===== src/monitor_regs_map.vh =====
// Offsets, field positions and constants for the offset, config and mask slice.
// Assumes it is included by bare name from the design files of this block.
`ifndef MONITOR_REGS_MAP_VH
`define MONITOR_REGS_MAP_VH

// Register offsets
`define ADDR_LOCAL_OFS 8'h71
`define ADDR_REMOTE2_OFS 8'h72
`define ADDR_CONFIG_TWO 8'h73
`define ADDR_MASK_ONE 8'h74

// Reset values
`define RST_LOCAL_OFS 8'h00
`define RST_REMOTE2_OFS 8'h00
`define RST_CONFIG_TWO 8'h00
`define RST_MASK_ONE 8'h00

// Configuration two fields
`define CFG_SENSE_LO 0
`define CFG_SENSE_HI 3
`define CFG_AVG_OFF 4
`define CFG_ATTENUATOR_BYPASS_BYP 5
`define CFG_SINGLE 6
`define CFG_PWR_DOWN 7

// Mask one fields
`define MSK_CORE 1
`define MSK_SUPPLY 2
`define MSK_REMOTE1 4
`define MSK_LOCAL 5
`define MSK_REMOTE2 6
`define MSK_STATUS2 7
`define MSK_DEFINED 8'hF6

// Single-channel selector codes
`define SEL_CORE 3'h1
`define SEL_SUPPLY 3'h2
`define SEL_REMOTE1 3'h5
`define SEL_LOCAL 3'h6
`define SEL_REMOTE2 3'h7

// Temperature results: quarter degree per count
`define TEMP_W 10
`define TEMP_MAX 12'h3FF
`define OFS_SHIFT 1
`define DUTY_OFF 8'h00

`endif


===== src/monitor_offset_config_mask_regs.v =====
// What this block does
// RQ1: Add local offset to local results
// RQ2: Add remote-two offset to remote-two results
// RQ3: Lock makes both offsets ignore writes
// RQ4: Sense bit selects three- or two-wire fan
// RQ5: Two-wire sense only in low frequency
// RQ6: Averaging-disable bit stops conversion averaging
// RQ7: Attenuator-bypass bit removes core rail attenuator
// RQ8: Single-channel bit converts one selected input
// RQ9: Selector decodes five channels, three reserved
// RQ10: Power-down drives PWM outputs inactive
// RQ11: Duty readback is zero while powered down
// RQ12: Mask bits 4-6 gate temperature alerts
// RQ13: Mask bits 1-2 gate rail alerts
// RQ14: Mask bit 7 gates status-two alerts
// RQ15: Masks gate alert only, not status
// RQ16: Registers reset zero; reserved codes inert
//
// Register slice: two temperature offsets, configuration two, mask one.
// Assumes an SMBus engine on clk_i turns transactions into the register
// port below, and that all other inputs come from logic on clk_i.
`include "monitor_regs_map.vh"

module monitor_offset_config_mask_regs (
  input wire clk_i,                      // Device clock, 20 MHz
  input wire rstn_i,                     // Sync reset, active low
  // Register port from the SMBus engine
  input wire [7:0] reg_addr_i,           // Register pointer
  input wire [7:0] reg_wdata_i,          // Write data
  input wire reg_wr_i,                   // Write strobe
  input wire reg_rd_i,                   // Read strobe
  output reg [7:0] reg_rdata_o,          // Read data
  output reg reg_rvalid_o,               // Read data strobe
  output reg reg_hit_o,                  // Access hit this slice
  output reg wr_refused_o,               // Write dropped by lock
  // Device context
  input wire lock_i,                     // Write-protect from config one
  input wire low_freq_mode_i,            // Fan drive in low frequency
  input wire [7:0] sense_thresh_i,       // Threshold from config four
  input wire [2:0] chan_sel_i,           // Selector bits from speed_pulse_input min high
  input wire pwm_polarity_flip_i,        // PWM polarity flip
  // Temperature results
  input wire [`TEMP_W-1:0] local_raw_i,  // Raw local result
  input wire local_raw_valid_i,          // Raw local strobe
  input wire [`TEMP_W-1:0] remote2_raw_i, // Raw remote-two result
  input wire remote2_raw_valid_i,        // Raw remote-two strobe
  output wire [`TEMP_W-1:0] local_temp_o, // Corrected local result
  output wire local_temp_valid_o,        // Corrected local strobe
  output wire [`TEMP_W-1:0] remote2_temp_o, // Corrected remote-two
  output wire remote2_temp_valid_o,      // Corrected remote-two strobe
  // Fan sensing
  output reg [3:0] two_wire_sense_o,     // Per pin two-wire sensing
  output reg [7:0] sense_thresh_o,       // Two-wire sense threshold
  // Converter control
  output reg averaging_disable_o,        // Averaging off
  output reg attenuator_bypass_o,        // Core rail attenuator out
  output reg single_channel_mode_o,      // Convert one input only
  output reg [4:0] single_channel_mode_chan_o,          // One-hot selected input
  // PWM and duty readback
  input wire [2:0] pwm_raw_i,            // PWM from the generator
  output reg [2:0] pwm_o,                // PWM to the pins
  input wire [23:0] cur_duty_i,          // Live duty, three bytes
  output reg [23:0] cur_duty_o,          // Duty as read back
  output reg power_down_o,               // Shutdown active
  // Alert
  input wire [7:0] status_one_i,         // Status one out-of-limit bits
  input wire status_two_any_i,           // Any status two bit set
  output reg alert_pending_o,            // Unmasked event present
  output wire alert_out_o,               // Open-drain alert, level
  output wire alert_oe_o                 // Alert enable, low drives
);

  ////////////////////////////////////////////////////////////////////////////
  // Register state
  reg [7:0] local_temp_offset;
  reg [7:0] remote_two_temp_offset;
  reg [7:0] monitor_config_two;
  reg [7:0] alert_mask_one;
  reg [7:0] next_local_temp_offset;
  reg [7:0] next_remote_two_temp_offset;
  reg [7:0] next_monitor_config_two;
  reg [7:0] next_alert_mask_one;
  reg [7:0] next_rdata;

  ////////////////////////////////////////////////////////////////////////////
  // Address decode, one bit per register; shared by writes, hits and reads
  function [3:0] reg_slot;
    input [7:0] addr;
    begin
      case (addr)
        `ADDR_LOCAL_OFS:
          reg_slot = 4'h1;
        `ADDR_REMOTE2_OFS:
          reg_slot = 4'h2;
        `ADDR_CONFIG_TWO:
          reg_slot = 4'h4;
        `ADDR_MASK_ONE:
          reg_slot = 4'h8;
        default:
          reg_slot = 4'h0;
      endcase
    end
  endfunction

  wire [3:0] slot;
  wire hit_local;
  wire hit_remote2;
  wire hit_config;
  wire hit_mask;
  wire hit_any;
  wire ofs_write;

  assign slot = reg_slot(reg_addr_i);
  assign hit_local = slot[0];
  assign hit_remote2 = slot[1];
  assign hit_config = slot[2];
  assign hit_mask = slot[3];
  assign hit_any = hit_local | hit_remote2 | hit_config | hit_mask;
  assign ofs_write = reg_wr_i & (hit_local | hit_remote2);

  ////////////////////////////////////////////////////////////////////////////
  // Writes
  always @*
  begin
    next_local_temp_offset = local_temp_offset;
    next_remote_two_temp_offset = remote_two_temp_offset;
    next_monitor_config_two = monitor_config_two;
    next_alert_mask_one = alert_mask_one;
    // Lock is sampled at the write edge, so a write in the
    // same cycle that lock rises is already refused
    if (reg_wr_i && !lock_i)
    begin
      if (hit_local)
        next_local_temp_offset = reg_wdata_i; // RQ3
      if (hit_remote2)
        next_remote_two_temp_offset = reg_wdata_i; // RQ3
    end
    if (reg_wr_i && hit_config)
      next_monitor_config_two = reg_wdata_i;
    if (reg_wr_i && hit_mask)
      next_alert_mask_one = reg_wdata_i;
  end

  always @(posedge clk_i)
  begin
    if (!rstn_i)
    begin
      local_temp_offset <= `RST_LOCAL_OFS; // RQ16
      remote_two_temp_offset <= `RST_REMOTE2_OFS; // RQ16
      monitor_config_two <= `RST_CONFIG_TWO; // RQ16
      alert_mask_one <= `RST_MASK_ONE; // RQ16
      wr_refused_o <= 1'b0;
    end
    else
    begin
      wr_refused_o <= ofs_write & lock_i; // RQ3
      local_temp_offset <= next_local_temp_offset;
      remote_two_temp_offset <= next_remote_two_temp_offset;
      monitor_config_two <= next_monitor_config_two;
      alert_mask_one <= next_alert_mask_one;
    end
  end

  ////////////////////////////////////////////////////////////////////////////
  // Reads: one cycle after the strobe, unmapped reads return zero
  always @*
  begin
    case (slot)
      4'h1:
        next_rdata = local_temp_offset;
      4'h2:
        next_rdata = remote_two_temp_offset;
      4'h4:
        next_rdata = monitor_config_two;
      4'h8:
        next_rdata = alert_mask_one;
      default:
        next_rdata = 8'h00;
    endcase
  end

  always @(posedge clk_i)
  begin
    if (!rstn_i)
    begin
      reg_rdata_o <= 8'h00;
      reg_rvalid_o <= 1'b0;
      reg_hit_o <= 1'b0;
    end
    else
    begin
      reg_rvalid_o <= reg_rd_i;
      reg_hit_o <= (reg_rd_i | reg_wr_i) & hit_any;
      if (reg_rd_i)
        reg_rdata_o <= next_rdata;
    end
  end

  ////////////////////////////////////////////////////////////////////////////
  // Offset correction of temperature results
  temp_offset_adder u_local_adder (
    .clk_i(clk_i),
    .rstn_i(rstn_i),
    .raw_i(local_raw_i),
    .raw_valid_i(local_raw_valid_i),
    .offset_i(local_temp_offset), // RQ1
    .result_o(local_temp_o),
    .result_valid_o(local_temp_valid_o)
  );

  temp_offset_adder u_remote2_adder (
    .clk_i(clk_i),
    .rstn_i(rstn_i),
    .raw_i(remote2_raw_i),
    .raw_valid_i(remote2_raw_valid_i),
    .offset_i(remote_two_temp_offset), // RQ2
    .result_o(remote2_temp_o),
    .result_valid_o(remote2_temp_valid_o)
  );

  ////////////////////////////////////////////////////////////////////////////
  // Single-channel selector decode
  function [4:0] decode_chan;
    input [2:0] sel;
    begin
      case (sel)
        `SEL_CORE:
          decode_chan = 5'h01;
        `SEL_SUPPLY:
          decode_chan = 5'h02;
        `SEL_REMOTE1:
          decode_chan = 5'h04;
        `SEL_LOCAL:
          decode_chan = 5'h08;
        `SEL_REMOTE2:
          decode_chan = 5'h10;
        default:
          decode_chan = 5'h00;
      endcase
    end
  endfunction

  wire [4:0] chan_onehot;
  wire single_req;

  assign chan_onehot = decode_chan(chan_sel_i); // RQ9
  // Reserved code leaves the converter scanning as normal
  assign single_req = monitor_config_two[`CFG_SINGLE] & (|chan_onehot); // RQ16

  ////////////////////////////////////////////////////////////////////////////
  // Fan sense controls
  always @(posedge clk_i)
  begin
    if (!rstn_i)
    begin
      two_wire_sense_o <= 4'h0;
      sense_thresh_o <= 8'h00;
    end
    else
    begin
      // Two-wire sensing needs the slow drive to see the dips
      two_wire_sense_o <= monitor_config_two[`CFG_SENSE_HI:`CFG_SENSE_LO]
        & {4{low_freq_mode_i}}; // RQ4 RQ5
      sense_thresh_o <= sense_thresh_i; // RQ5
    end
  end

  ////////////////////////////////////////////////////////////////////////////
  // Converter controls
  always @(posedge clk_i)
  begin
    if (!rstn_i)
    begin
      averaging_disable_o <= 1'b0;
      attenuator_bypass_o <= 1'b0;
      single_channel_mode_o <= 1'b0;
      single_channel_mode_chan_o <= 5'h00;
    end
    else
    begin
      averaging_disable_o <= monitor_config_two[`CFG_AVG_OFF]; // RQ6
      attenuator_bypass_o <= monitor_config_two[`CFG_ATTENUATOR_BYPASS_BYP]; // RQ7
      single_channel_mode_o <= single_req; // RQ8
      single_channel_mode_chan_o <= single_req ? chan_onehot : 5'h00; // RQ8
    end
  end

  ////////////////////////////////////////////////////////////////////////////
  // Power-down of the fan drive
  wire pwr_down;

  assign pwr_down = monitor_config_two[`CFG_PWR_DOWN];

  always @(posedge clk_i)
  begin
    if (!rstn_i)
    begin
      pwm_o <= 3'h0;
      cur_duty_o <= 24'h000000;
      power_down_o <= 1'b0;
    end
    else
    begin
      power_down_o <= pwr_down;
      if (pwr_down)
      begin
        pwm_o <= {3{pwm_polarity_flip_i}}; // RQ10
        cur_duty_o <= {3{`DUTY_OFF}}; // RQ11
      end
      else
      begin
        pwm_o <= pwm_raw_i;
        cur_duty_o <= cur_duty_i;
      end
    end
  end

  ////////////////////////////////////////////////////////////////////////////
  // Alert gating; status bits stay with their owners, only the pin is masked
  wire remote_one_alert;
  wire local_alert;
  wire remote_two_alert;
  wire core_rail_alert;
  wire supply_rail_alert;
  wire status_two_alert;

  // Only defined positions are read, so mask bits 0 and 3 gate nothing
  assign remote_one_alert = status_one_i[`MSK_REMOTE1]
    & ~alert_mask_one[`MSK_REMOTE1]; // RQ12
  assign local_alert = status_one_i[`MSK_LOCAL]
    & ~alert_mask_one[`MSK_LOCAL]; // RQ12
  assign remote_two_alert = status_one_i[`MSK_REMOTE2]
    & ~alert_mask_one[`MSK_REMOTE2]; // RQ12
  assign core_rail_alert = status_one_i[`MSK_CORE]
    & ~alert_mask_one[`MSK_CORE]; // RQ13
  assign supply_rail_alert = status_one_i[`MSK_SUPPLY]
    & ~alert_mask_one[`MSK_SUPPLY]; // RQ13
  assign status_two_alert = status_two_any_i & ~alert_mask_one[`MSK_STATUS2]; // RQ14

  always @(posedge clk_i)
  begin
    if (!rstn_i)
      alert_pending_o <= 1'b0;
    else
      alert_pending_o <= remote_one_alert | local_alert | remote_two_alert
        | core_rail_alert | supply_rail_alert
        | status_two_alert; // RQ15 RQ16
  end

  // Open drain: pull low while an event is pending, else release
  assign alert_out_o = 1'b0;
  assign alert_oe_o = ~alert_pending_o; // RQ15

endmodule


===== src/temp_offset_adder.v =====
// Adds a signed half-degree offset to a quarter-degree temperature result.
// Assumes raw results arrive on clk_i with a one-cycle valid strobe.
`include "monitor_regs_map.vh"

module temp_offset_adder (
  input wire clk_i,                      // Device clock
  input wire rstn_i,                     // Sync reset, active low
  input wire [`TEMP_W-1:0] raw_i,        // Raw result
  input wire raw_valid_i,                // Raw result strobe
  input wire [7:0] offset_i,             // Signed offset, 0.5 C per count
  output reg [`TEMP_W-1:0] result_o,     // Corrected result
  output reg result_valid_o              // Corrected result strobe
);

  ////////////////////////////////////////////////////////////////////////////
  // Saturating add; clamps rather than wrapping past the scale ends
  function [`TEMP_W-1:0] sat_add;
    input [`TEMP_W-1:0] raw;
    input [7:0] ofs;
    reg signed [11:0] sum;
    begin
      sum = $signed({2'b00, raw}) + ($signed({{4{ofs[7]}}, ofs}) <<< `OFS_SHIFT);
      if (sum < 12'sd0)
        sat_add = {`TEMP_W{1'b0}};
      else if (sum > $signed(`TEMP_MAX))
        sat_add = {`TEMP_W{1'b1}};
      else
        sat_add = sum[`TEMP_W-1:0];
    end
  endfunction

  ////////////////////////////////////////////////////////////////////////////
  always @(posedge clk_i)
  begin
    if (!rstn_i)
    begin
      result_o <= {`TEMP_W{1'b0}};
      result_valid_o <= 1'b0;
    end
    else
    begin
      result_valid_o <= raw_valid_i;
      if (raw_valid_i)
        result_o <= sat_add(raw_i, offset_i);
    end
  end

endmodule


===== config.mk =====
export PLATFORM = sky130hd
export DESIGN_NAME = monitor_offset_config_mask_regs
export DESIGN_NICKNAME = d
export VERILOG_FILES = /design/src/monitor_offset_config_mask_regs.v /design/src/temp_offset_adder.v
export VERILOG_INCLUDE_DIRS = /design/src
export SDC_FILE = /design/constraint.sdc
export NUM_CORES = 1
export LEC_CHECK = 0
export BUFFER_PORTS_ARGS = -buffer_cell sky130_fd_sc_hd__clkbuf_2
export CAP_MARGIN = 5
export CORE_ASPECT_RATIO = 0.6
export CORE_MARGIN = 2
export CORE_UTILIZATION = 30
export DETAILED_ROUTE_END_ITERATION = 16
export SLEW_MARGIN = 10
export SYNTH_ARGS = -nofsm -noshare
export SYNTH_HDL_FRONTEND = slang
export SYNTH_SLANG_ARGS = --single-unit

===== constraint.sdc =====
create_clock -name clk_i -period 2.61 [get_ports clk_i]
set_input_delay 0.522 -clock clk_i [delete_from_list [all_inputs] [get_ports clk_i]]
set_output_delay 0.522 -clock clk_i [all_outputs]
set_load 0.1 [all_outputs]

==> impl.org <==
** Outcome
- Violated checks :: design-rule violations
- The run finished, with violations left.

** Worst setup path
- Reg2Reg Capture Point :: u_remote2_adder.result_o[7]
- Termination of the worst setup path :: u_remote2_adder.result_o[7]
- The most critical setup path has its startpoint at remote_two_temp_offset[0].
- The worst setup path is launched from a register.
- STA classifies the critical path endpoint as a register.
- Reg2Reg Depth :: 7
- Reg2Reg Setup Slack :: 0.33 ns
- Along the worst path, the maximum fanout reaches 8.
- The critical path is of the reg2reg type.
- The worst register-to-register path begins at remote_two_temp_offset[0].
- Data arrival time of the critical path :: 2.62 ns
- STA puts the critical path data required time at 2.95 ns.

** CTS
- Post-CTS repair changed the size of 0 cells.
- Depth of the CTS H-tree :: 4
- Clock tree buffer depth :: 2
- After clock tree synthesis, the clock-pin slew on the worst setup and hold paths is 0.06 ns.
- Clock latency on the worst-skew pair :: 0.40 ns
- Setup Fix Bufs, Post-CTS :: 0
- Clock tree synthesis inserted a total of 17 buffers.
- After clock tree synthesis, the flow added hold-fix buffers numbering 0.
- The tree is rooted in a clkbuf_16.
- TritonCTS built the clock tree.
- CTS sink cnt :: 114

** Timing
- Between clock sinks in the finished design, the worst skew comes to 0.005427 ns.
- Of the available clock period, the critical path in the final layout requires 0.8724.
- Across all hold checks on the routed design, the worst slack comes to 0.3169 ns.
- Setup repair after global routing left no endpoint under its margin.
- Transition time of the tightest slew-check pin :: 1.071 ns
- The final number of max-transition violations came to 0.
- After routing, the total negative slack on setup checks comes to 0 ns.
- Final critical-path setup slack :: 0.3329 ns
- The worst path in the final design needs a cycle of 2.277 ns, including I/O delays and setup.
- Highest attainable clock frequency :: 439.2 MHz
- In this run the tightest slew margin relative to its limit is 0.2832.
- Number of failing setup endpoints in the final timing report :: 0
- The final hold violation count came to 0.

** Floorplan
- The initialized floorplan defines 35 standard-cell rows.
- From bottom edge to top edge, the die measures 102.0 um.
- Initial core utilization :: 0.3094
- The total area inside the core boundary comes to 15500 sq um.
- 176 I/O pins were placed.
- Horizontal extent of the die :: 167.3 um
- Overall die area :: 17050 sq um

** Detailed routing
- Average wire per standard cell :: 16.21 um
- The detailed router placed 4293 vias in this run.
- Once detail routing completed, the nets flagged for antenna violations numbered 0.
- Detailed-router iteration count before antenna repair :: 11
- Drc violations :: 7
- For this block, the initial DRC count from the detailed router was 301.
- In the routed layout, each cell is associated on average with a via count of 4.873.
- The routed design has 14290 um of wire.

** Yosys
- Synth Cell Area :: 4797 sq um
- Total nets after synthesis :: 598
- Counting flops with a built-in enable in the synthesized netlist gives 0.
- Fraction of registers with async set/reset :: 0
- Syn Area/Cell :: 9.911 sq um
- #FFs+latches synth :: 114
- Synth Flop Type :: dfxtp_1
- Sequential share of the synthesized area :: 0.4757
- Cells after Synth :: 484
- Number of synthesis warnings :: 0
- The number of different library cells used by synthesis comes to 60.

** Power
- P_leak :: 3.096 nW
- Of the total power, registers draw 0.379.
- Comb pwr share :: 0.144
- Cell-internal power :: 0.003352 W
- The share of total power dissipated in the clock network is 0.477.
- Power density over the cells :: 737.6 nW/um^2
- Net switching fraction of the power :: 0.2996
- Final total power :: 0.004785 W
- Across the VDD grid, the largest voltage drop is 0.2802 mV.
- Summed over all nets, the switching power comes to 0.001433 W.

** Finish
- Antenna diodes :: 0
- Across the whole layout, storage elements account for 2282 sq um.
- Leaving out fill and tap cells, the most frequent cell in the layout is clkbuf_2.
- Fill cells in the final layout number 1536.
- Once layout is complete, the utilization of the core stands at 0.4185.
- Layout-stage area growth over the synthesis result :: 35.24%
- Leaving out fill and tap cells, the most frequent cells in the layout are clkbuf_2, dfxtp_1, nand2_1, nor2_1, and2_1.
- Net total in the final layout :: 779
- Summing all multi-input logic gate instances after layout gives 2360 sq um.
- In the final layout, the share of cells above drive strength 1 is 0.3304.

** Place
- The count of buffers added on input and output ports is 171.
- Before CTS, the worst setup slack after placement is 0.06083 ns.
- RD Place Congestion :: 0.8853
- Detailed placement ended at an HPWL of 11430 um.

** Global routing
- The total overflow left after global routing is 0.
- Global-route wire length before repair :: 21990 um
- Antenna violations before repair :: 0
- The number of global-route vias before repair is 4200.
- Total global-route track usage :: 0.1665
- Entering global routing, the biggest net connects 26 pins.

** Flow run
- MaxCap Viol Count :: 0

** Hold path
- Worst min-delay path class :: in2reg
## Yosys cell counts (all sizes together), types with 8 or more instances
| cell type | n | area, sq um |
|---|---|---|
| mux2i | 25 | 250.2 |
| nand2 | 43 | 163.9 |
| buf | 11 | 56.30 |
| a222oi | 8 | 80.08 |
| and2 | 38 | 237.7 |
| o221a | 16 | 180.2 |
| inv | 15 | 56.30 |
| clkbuf | 10 | 37.54 |
| dfxtp | 114 | 2282 |
| ha | 20 | 250.2 |
| nor2 | 38 | 142.6 |
| xor2 | 10 | 87.58 |
| a22o | 8 | 70.07 |
| a21oi | 21 | 105.1 |
| and3 | 8 | 50.05 |
| nand2b | 10 | 62.56 |
| nand3 | 13 | 65.06 |
## final cells by class
class,instances,area share
Inverter,16,0.009450
Tap cell,203,0.03915
Sequential cell,114,0.3518
Multi-Input combinational cell,333,0.3637
Timing Repair Buffer,183,0.1458
Clock inverter,15,0.02449
Clock buffer,17,0.06557
## power groups by stage
stage               Combinational, W  Sequential, W  Clock, W
floorplan                   0.000133        0.00223         0
global placement            0.000685        0.00185         0
detailed placement          0.000691        0.00185         0
CTS                         0.000692        0.00182   0.00233
global route                0.000722        0.00182   0.00242
finish                      0.000689        0.00182   0.00228
## worst max-delay path: stages (launching register included)
cell and delay [ns]:
dfxtp_1 0.34, ha_1 0.24, fa_1 0.42, nand3_1 0.14, a211oi_1 0.11, or3_4 0.41
a31oi_4 0.31, o221a_1 0.24
## kinds of logic after synthesis
logic type | count (synthesis) | share of synthesized area
buf+inv | 37 | 0.03234
mux | 26 | 0.05451
fa+ha+maj | 22 | 0.06051
compound gates | 95 | 0.1622
other cells | 1 | 0.0007817
xor+xnor | 16 | 0.02921
flops | 114 | 0.4757
simple gates | 173 | 0.1847
## state kept, by name, summed over array words and instances, names as in the netlist, 3 cells and up
name                        cells
sense_thresh_o                  8
reg_rdata_o                     8
u_remote2_adder.result_o       10
remote_two_temp_offset          8
monitor_config_two              8
two_wire_sense_o                4
single_channel_mode_chan_o      5
alert_mask_one                  8
cur_duty_o                     24
pwm_o                           3
local_temp_offset               8
u_local_adder.result_o         10
## layer usage
layer,routed length (um),vias to the layer above,track usage
li1,-,2100,-
met5,0,-,0
met1,7040,2050,0.2465
met4,153,0,0.05886
met2,6139,127,0.2362
met3,951,16,0.03796
## worst min path at each step
stage,endpoint,from,cells past startpoint,slack [ns]
global placement,u_remote2_adder.result_o[9],u_remote2_adder.result_o[9],2,0.45
CTS,cur_duty_o[12],cur_duty_i[12],2,0.30
detailed placement,u_remote2_adder.result_o[9],u_remote2_adder.result_o[9],2,0.46
global route,cur_duty_o[16],cur_duty_i[16],2,0.30
floorplan,monitor_config_two[4],monitor_config_two[4],2,0.44
finish,cur_duty_o[12],cur_duty_i[12],2,0.32
## stage by stage
stage / cells / instance area, sq um
after floorplan: 484 / 4797
final: 881 / 6487
after global routing: 881 / 6487
after CTS: 881 / 6487
after detailed placement: 849 / 5903
after global placement: 849 / 5903
Power figures use the tool's default switching activity.
